`src/lbr_pkg.sv`:
```
// Purpose: Shared constants and types for the LED ramp timing block
// Assumes: 32-bit register words on byte addresses
// Notes: Offsets 0x00, 0x04 and 0x14 hold control, limit and status bits
package lbr_pkg;
    // Register byte offsets
    localparam logic [7:0] LBR_OFS_CTRL = 8'h00;
    localparam logic [7:0] LBR_OFS_LIMITS = 8'h04;
    localparam logic [7:0] LBR_OFS_HOLD = 8'h08;
    localparam logic [7:0] LBR_OFS_STEP = 8'h0C;
    localparam logic [7:0] LBR_OFS_STATUS = 8'h14;
    // Control register fields
    localparam int LBR_CTRL_MODE_LSB = 0;
    localparam int LBR_CTRL_WIDTH_LSB = 4;
    localparam int LBR_CTRL_COMMIT_BIT = 6;
    localparam int LBR_CTRL_MIRROR_BIT = 7;
    // Hold delay fields
    localparam int LBR_HOLD_W = 12;
    localparam int LBR_HOLD_TOP_LSB = 12;
    localparam int LBR_HOLD_BOT_LSB = 0;
    localparam logic [31:0] LBR_HOLD_MASK = 32'h00FF_FFFF;
    // Step fields
    localparam int LBR_STEP_W = 4;
    // Reset values
    localparam logic [31:0] LBR_RST_WORD = 32'h0000_0000;
    // Full-scale duty per width
    localparam logic [7:0] LBR_FULL_W8 = 8'hFF;
    localparam logic [7:0] LBR_FULL_W7 = 8'h7F;
    localparam logic [7:0] LBR_FULL_W6 = 8'h3F;
    typedef enum logic [1:0] {
        LBR_MODE_OFF, LBR_MODE_BREATHE, LBR_MODE_BLINK, LBR_MODE_ON
    } lbr_mode_t;
    typedef enum logic [1:0] {
        LBR_W8, LBR_W7, LBR_W6, LBR_WRSV
    } lbr_width_t;
    typedef enum logic [1:0] {
        LBR_RISE, LBR_TOP_HOLD, LBR_FALL, LBR_BOT_HOLD
    } lbr_ramp_t;
endpackage

```
`src/lbr_step_sel.sv`:
```
// Purpose: Segment index and scaled step for the duty ramp
// Assumes: Inputs come from registers on the same clock
// Notes: Purely combinational
`timescale 1ns/1ps
module lbr_step_sel import lbr_pkg::*; (
    // Configuration
    input wire logic [31:0] steps,
    input wire lbr_width_t width,
    input wire logic mirrored,
    // Ramp state
    input wire logic [7:0] duty,
    input wire logic falling,
    // Results
    output logic [2:0] seg,
    output logic [4:0] step
);
    logic [3:0] field;

    // Index, field pick and width scaling
    always_comb begin
        if (mirrored) begin
            seg = duty[7:5];
        end else begin
            seg = {falling, duty[7:6]};
        end
        field = steps[{seg, 2'b00} +: LBR_STEP_W];
        case (width)
            LBR_W7: step = {2'b00, field[3:1]} + 5'h01;
            LBR_W6: step = {3'b000, field[3:2]} + 5'h01;
            default: step = {1'b0, field} + 5'h01;
        endcase
    end
endmodule // lbr_step_sel

```
`src/lbr_ramp.sv`:
```
// Purpose: LED breathing ramp timing with double-buffered delays and steps
// Assumes: period_end is a one-cycle strobe from the PWM counter, same clock
// Notes: Avalon-MM slave, one wait cycle on every access
//
// Contract
// - Delay and step writes land in shadow
// - Reads return working copy, not shadow
// - Top hold waits N+1 periods, then decrement
// - Top hold 0 falls on next period end
// - Bottom hold waits N+1 periods, then increment
// - Blinking uses bottom field as prescaler
// - Eight 4-bit step fields, chosen per segment
// - Symmetric index is duty bits 7:5
// - Asymmetric index is falling, duty 7:6
// - 8-bit width: step is field plus one
// - 7-bit width: drop field bit 0
// - 6-bit width: drop field bits 1:0
// - Segment k field at bits 4k+3:4k
// - Commit set by writing one, hardware clears
// - Width codes 8, 7, 6 bit, reserved
// - Mode codes off, breathe, blink, on
`timescale 1ns/1ps
module lbr_ramp import lbr_pkg::*; (
    // Clock and reset
    input wire logic clk_sys,
    input wire logic rst,
    // Avalon-MM slave
    input wire logic [7:0] address,
    input wire logic read,
    input wire logic write,
    input wire logic [31:0] writedata,
    input wire logic [3:0] byteenable,
    output logic [31:0] readdata,
    output logic waitrequest,
    // PWM counter link
    input wire logic period_end,
    // Ramp outputs
    output logic [7:0] duty_cycle,
    output logic [11:0] blink_prescale
);
    typedef struct packed {
        logic waitrequest;
        logic [31:0] readdata;
        lbr_mode_t mode;
        lbr_width_t width;
        logic mirrored;
        logic commit;
        logic [7:0] lim_min;
        logic [7:0] lim_max;
        logic [23:0] hold_shadow;
        logic [23:0] hold_work;
        logic [31:0] step_shadow;
        logic [31:0] step_work;
        lbr_ramp_t state;
        logic [11:0] hold_cnt;
        logic [7:0] duty;
        logic [11:0] prescale;
    } lbr_state_t;

    lbr_state_t r;
    lbr_state_t next;
    logic rd_req;
    logic wr_acc;
    logic falling;
    logic [2:0] seg;
    logic [4:0] step;
    logic [7:0] full;
    logic [8:0] sum;
    logic [7:0] inc;
    logic [7:0] dec;
    logic [31:0] hold_rd;
    logic [11:0] top_field;
    logic [11:0] bot_field;

    // Byte-lane merge of a write into a stored word
    function automatic logic [31:0] lbr_merge(input logic [31:0] old,
                                              input logic [31:0] data,
                                              input logic [3:0] be);
        logic [31:0] res;
        res = old;
        for (int i = 0; i < 4; i++) begin
            if (be[i]) begin
                res[i*8 +: 8] = data[i*8 +: 8];
            end
        end
        return res;
    endfunction

    // Bus qualifiers and field views
    assign rd_req = read && r.waitrequest;
    assign wr_acc = write && !r.waitrequest;
    assign falling = (r.state == LBR_FALL) || (r.state == LBR_TOP_HOLD);
    assign hold_rd = {8'h00, r.hold_work};
    assign top_field = r.hold_work[LBR_HOLD_TOP_LSB +: LBR_HOLD_W];
    assign bot_field = r.hold_work[LBR_HOLD_BOT_LSB +: LBR_HOLD_W];

    // Segment and step from the working step word
    lbr_step_sel u_step (
        .steps(r.step_work),
        .width(r.width),
        .mirrored(r.mirrored),
        .duty(r.duty),
        .falling(falling),
        .seg(seg),
        .step(step)
    );

    // Full scale, clipped increment and floored decrement
    always_comb begin
        case (r.width)
            LBR_W7: full = LBR_FULL_W7;
            LBR_W6: full = LBR_FULL_W6;
            default: full = LBR_FULL_W8;
        endcase
        sum = {1'b0, r.duty} + {4'h0, step};
        if (sum > {1'b0, full}) begin
            inc = full;
        end else begin
            inc = sum[7:0];
        end
        if (r.duty > {3'b000, step}) begin
            dec = r.duty - {3'b000, step};
        end else begin
            dec = 8'h00;
        end
    end

    // Next-state logic: bus, commit and ramp
    always_comb begin
        next = r;
        next.waitrequest = 1'b1;
        // Answer one cycle after a request is seen
        if (rd_req || (write && r.waitrequest)) begin
            next.waitrequest = 1'b0;
            next.readdata = LBR_RST_WORD;
            if (read) begin
                if (address == LBR_OFS_CTRL) begin
                    next.readdata = {24'h00_0000, r.mirrored, r.commit,
                                     r.width, 2'b00, r.mode};
                end else if (address == LBR_OFS_LIMITS) begin
                    next.readdata = {16'h0000, r.lim_max, r.lim_min};
                end else if (address == LBR_OFS_HOLD) begin
                    next.readdata = hold_rd;
                end else if (address == LBR_OFS_STEP) begin
                    next.readdata = r.step_work;
                end else if (address == LBR_OFS_STATUS) begin
                    next.readdata = {18'h0_0000, r.state, 1'b0, seg, r.duty};
                end
            end
        end
        // Commit shadows at period end
        if (period_end && r.commit) begin
            next.hold_work = r.hold_shadow;
            next.step_work = r.step_shadow;
            next.commit = 1'b0;
        end
        // Register writes at the accepting edge
        if (wr_acc) begin
            if (address == LBR_OFS_CTRL) begin
                if (byteenable[0]) begin
                    next.mode = lbr_mode_t'(writedata[LBR_CTRL_MODE_LSB +: 2]);
                    next.width = lbr_width_t'(writedata[LBR_CTRL_WIDTH_LSB +: 2]);
                    next.mirrored = writedata[LBR_CTRL_MIRROR_BIT];
                    if (writedata[LBR_CTRL_COMMIT_BIT]) begin
                        next.commit = 1'b1;
                    end
                end
            end else if (address == LBR_OFS_LIMITS) begin
                if (byteenable[0]) begin
                    next.lim_min = writedata[7:0];
                end
                if (byteenable[1]) begin
                    next.lim_max = writedata[15:8];
                end
            end else if (address == LBR_OFS_HOLD) begin
                next.hold_shadow = 24'(lbr_merge({8'h00, r.hold_shadow},
                    writedata & LBR_HOLD_MASK, byteenable));
            end else if (address == LBR_OFS_STEP) begin
                next.step_shadow = lbr_merge(r.step_shadow, writedata,
                                             byteenable);
            end
        end
        // Prescaler only meaningful while blinking
        if (r.mode == LBR_MODE_BLINK) begin
            next.prescale = bot_field;
        end else begin
            next.prescale = 12'h000;
        end
        // Ramp per mode
        case (r.mode)
            LBR_MODE_OFF: begin
                next.duty = 8'h00;
                next.state = LBR_RISE;
                next.hold_cnt = 12'h000;
            end
            LBR_MODE_BLINK: begin
                next.duty = r.lim_min;
                next.state = LBR_RISE;
                next.hold_cnt = 12'h000;
            end
            LBR_MODE_ON: begin
                next.duty = full;
            end
            default: begin
                if (period_end) begin
                    case (r.state)
                        LBR_RISE: begin
                            if (r.duty >= r.lim_max) begin
                                next.state = LBR_TOP_HOLD;
                                next.hold_cnt = top_field;
                            end else begin
                                next.duty = inc;
                            end
                        end
                        LBR_TOP_HOLD: begin
                            if (r.hold_cnt == 12'h000) begin
                                next.state = LBR_FALL;
                                next.duty = dec;
                            end else begin
                                next.hold_cnt = r.hold_cnt - 12'h001;
                            end
                        end
                        LBR_FALL: begin
                            if (r.duty <= r.lim_min) begin
                                next.state = LBR_BOT_HOLD;
                                next.hold_cnt = bot_field;
                            end else begin
                                next.duty = dec;
                            end
                        end
                        default: begin
                            if (r.hold_cnt == 12'h000) begin
                                next.state = LBR_RISE;
                                next.duty = inc;
                            end else begin
                                next.hold_cnt = r.hold_cnt - 12'h001;
                            end
                        end
                    endcase
                end
            end
        endcase
    end

    // State register with synchronous reset
    always_ff @(posedge clk_sys) begin
        if (rst) begin
            r <= '0;
            r.waitrequest <= 1'b1;
        end else begin
            r <= next;
        end
    end

    // Outputs straight from flops
    assign readdata = r.readdata;
    assign waitrequest = r.waitrequest;
    assign duty_cycle = r.duty;
    assign blink_prescale = r.prescale;
endmodule // lbr_ramp

```
`config.mk`:
```
export PLATFORM = sky130hd
export DESIGN_NAME = lbr_ramp
export DESIGN_NICKNAME = d
export VERILOG_FILES = /design/src/lbr_pkg.sv /design/src/lbr_step_sel.sv /design/src/lbr_ramp.sv
export SDC_FILE = /design/constraint.sdc
export NUM_CORES = 1
export LEC_CHECK = 0
export ABC_AREA = 1
export BUFFER_PORTS_ARGS = -buffer_cell sky130_fd_sc_hd__buf_4
export CAP_MARGIN = 20
export CORE_UTILIZATION = 45
export CTS_CLUSTER_SIZE = 10
export DETAILED_ROUTE_END_ITERATION = 8
export SLEW_MARGIN = 5
export SYNTH_ARGS = -nofsm -noshare
export SYNTH_HDL_FRONTEND = slang
export SYNTH_SLANG_ARGS = --single-unit
```
`constraint.sdc`:
```
create_clock -name clk_sys -period 5.5 [get_ports clk_sys]
set_input_delay 1.1 -clock clk_sys [delete_from_list [all_inputs] [get_ports clk_sys]]
set_output_delay 1.1 -clock clk_sys [all_outputs]
set_load 0.02 [all_outputs]
```
==> flow_summary.ini <==
[outcome]
status = complete, no violations

[sta]
hold_viol = 0
slew_violations = 0
worst_clock_skew_ns = 0.0122
setup_viol = 0
period_share_pct = 90.3
worstMarginPinSlew_ns = 1.00
hold_slack_ns = 0.456
tns_ns = 0
min_period_ns = 4.97
max-slew-margin-rel_pct = 33.1
rsz0062_at_grt = no
max_freq_ghz = 0.201

[die]
initial_core_util_pct = 46.0
die_w_microns = 154
dieArea_sq_um = 23800
core-area_sq_um = 22700
die_height_microns = 154
ios = 102
placementRows = 55

[clock_tree]
cts.repair.resized = 0
cts_buffers = 24
clk_pin_slew_worst_paths_ns = 0.06
htreeDepth = 1
clkLatencyLatePin_ns = 0.53
cts_setup_buffers = 0
cts.sinks = 201
cts.path.max_buffers = 3
cts_hold_buf = 0
cts_tree = built
root_buffer = clkbuf_16

[pwr]
power_frac_comb_pct = 3.8
internal-power_mw = 2.31
swShare_pct = 22.6
ir_drop_mv = 0.230
seqPwrFrac_pct = 48.8
p_clk_share_pct = 47.3
p_switching_mw = 0.676
power_density_nw_per_um2 = 256
leakagePower_nw = 4.79

[yosys]
yosysMostFrequentCell = nand2_1
yosysUniqueCellTypes = 44
syn_area_sq_um = 10500
avgSynthCellArea_sq_um = 7.06
synth_fp_nets = 1575
synth_top_area_share_pct = 38.5
synth_ff_type = dfxtp_1
synthCells = 1481
yosys-top-cells-area = dfxtp_1, nand2_1, o21ai_0, a21oi_1, nor2_1
yosys.area.top_type = dfxtp_1
ys_ff_latch = 201
ys_seq_area_share_pct = 38.5
yosys_warnings = 0
synth_edf_count = 0
synthArstFlopShare_pct = 0
synthTopCellsByCount = nand2_1, nor2_1, dfxtp_1, o21ai_0, a21oi_1

[route]
vias = 9865
drt_iter0_drc = 690
drc = 0
via_per_inst = 5.49
wl_per_cell_microns = 18.5
drtPass1Iterations = 5
finalWirelength_mm = 33.3
antenna_left = 0

[placement]
place_congestion = 0.960
port_buffers = 101
dp_hpwl_mm = 24.9

[layout]
num-nets-final = 1601
syn_to_final_growth_pct = 11.6
diodes = 0
drive_gt1_share_pct = 11.9

[critical_path]
crit_type = register to register
slowest_stage = dfxtp_1
crit_arrival_ns = 5.43
path_max_fanout = 13
cp_common_cell = nand2_1
crit_required_ns = 5.96
setup.worst_path.start = duty_cycle[7]$_SDFFE_PP0P_
cp-end-kind = register
timing.rr.start = duty_cycle[7]$_SDFFE_PP0P_
start_kind = register
critPathMaxStageDelay_ns = 0.54

[hold_path]
hold_class = register to register
worstHoldStart = r[96]$_SDFFE_PP0P_

[grt]
gr-total-overflow = 0
grt_pass1_vias = 8993
antenna_found_initial = 0
grt_use_total_pct = 27.6
grt_start_max_net_pins = 103
grt_pass1_wl_mm = 51.4

[job]
cap_violations = 0
## metal layers
layer  wire (microns)  vias up  GRT usage (%)
met4              845        0           7.17
li1                 -     4909              -
met5                0        -              0
met1            15600     4610           39.0
met3             2050       52           3.89
met2            14800      294           44.1
## placed cells by master, fill, tap and decap left out, types with 8 or more instances in the layout
| master | instances |
|---|---|
| nand2_1 | 230 |
| nor2_1 | 202 |
| dfxtp_1 | 201 |
| o21ai_0 | 163 |
| a21oi_1 | 155 |
| inv_1 | 150 |
| buf_4 | 112 |
| nand3_1 | 62 |
| ha_1 | 43 |
| o22ai_1 | 25 |
| nor3_1 | 24 |
| clkbuf_16 | 24 |
| nand4_1 | 19 |
| inv_2 | 12 |
| o221ai_1 | 12 |
| a211oi_1 | 9 |
| o211ai_1 | 8 |
## per-stage QoR
| step | power, mW | instances | worst slack, ns | area [sq um] | util (%) |
|---|---|---|---|---|---|
| floorplan | 1.54 | 1481 | 1.35 | 10500 | - |
| global placement | 1.60 | 1766 | 0.735 | 11000 | 48.4 |
| detailed placement | 1.60 | 1766 | 0.666 | 11000 | 48.4 |
| CTS | 3.01 | 1798 | 0.654 | 11700 | 51.3 |
| global route | 3.08 | 1798 | 0.0469 | 11700 | 51.3 |
| finish | 2.99 | 1798 | 0.531 | 11700 | 51.3 |
## cells by family after synthesis
group | count (synthesis) | synth area share (%)
XOR/XNOR | 6 | 0.503
flip-flops | 201 | 38.5
AO/OA/AOI/OAI | 393 | 20.4
adder cells (fa/ha/maj) | 45 | 5.53
AND/OR/NAND/NOR | 560 | 22.7
buffers and inverters | 276 | 12.3
## worst paths after layout
check / cells past startpoint / endpoint / slack (ns)
max reg2reg: 30 / duty_cycle[4]$_SDFFE_PP0P_ / 0.53
min reg2reg: 2 / r[96]$_SDFFE_PP0P_ / 0.46
min: 2 / r[96]$_SDFFE_PP0P_ / 0.46
max: 30 / duty_cycle[4]$_SDFFE_PP0P_ / 0.53
## registers in the layout, indices dropped and copies added (netlist names)
register	count
readdata	32
r	124
waitrequest	1
duty_cycle	8
blink_prescale	12
bot_field	12
hold_rd	12
## layout make-up
type	instances	area, sq um
fill	2369	11000
multi-input combinational	1004	5150
sequential	201	4020
timing repair buffer	112	841
clock buffer	31	647
inverter	164	616
tap	285	357
clock inverter	1	30.0
## power groups by stage
stage	combinational (mW)	clock, mW	sequential, mW
after detailed placement	0.113	0	1.49
final	0.114	1.41	1.46
after global routing	0.124	1.50	1.46
after floorplan	0.0541	0	1.49
after global placement	0.114	0	1.49
after CTS	0.113	1.43	1.46
## critical path, delay by kind of cell, from the launching register on
family                   cells  cell delay (ns)
adder cells (fa/ha/maj)      3             0.94
AND/OR/NAND/NOR             11             1.03
AO/OA/AOI/OAI                8             1.48
flip-flops                   1             0.54
buffers and inverters        8             0.88
Note: power is estimated with default switching activity, not from simulation.
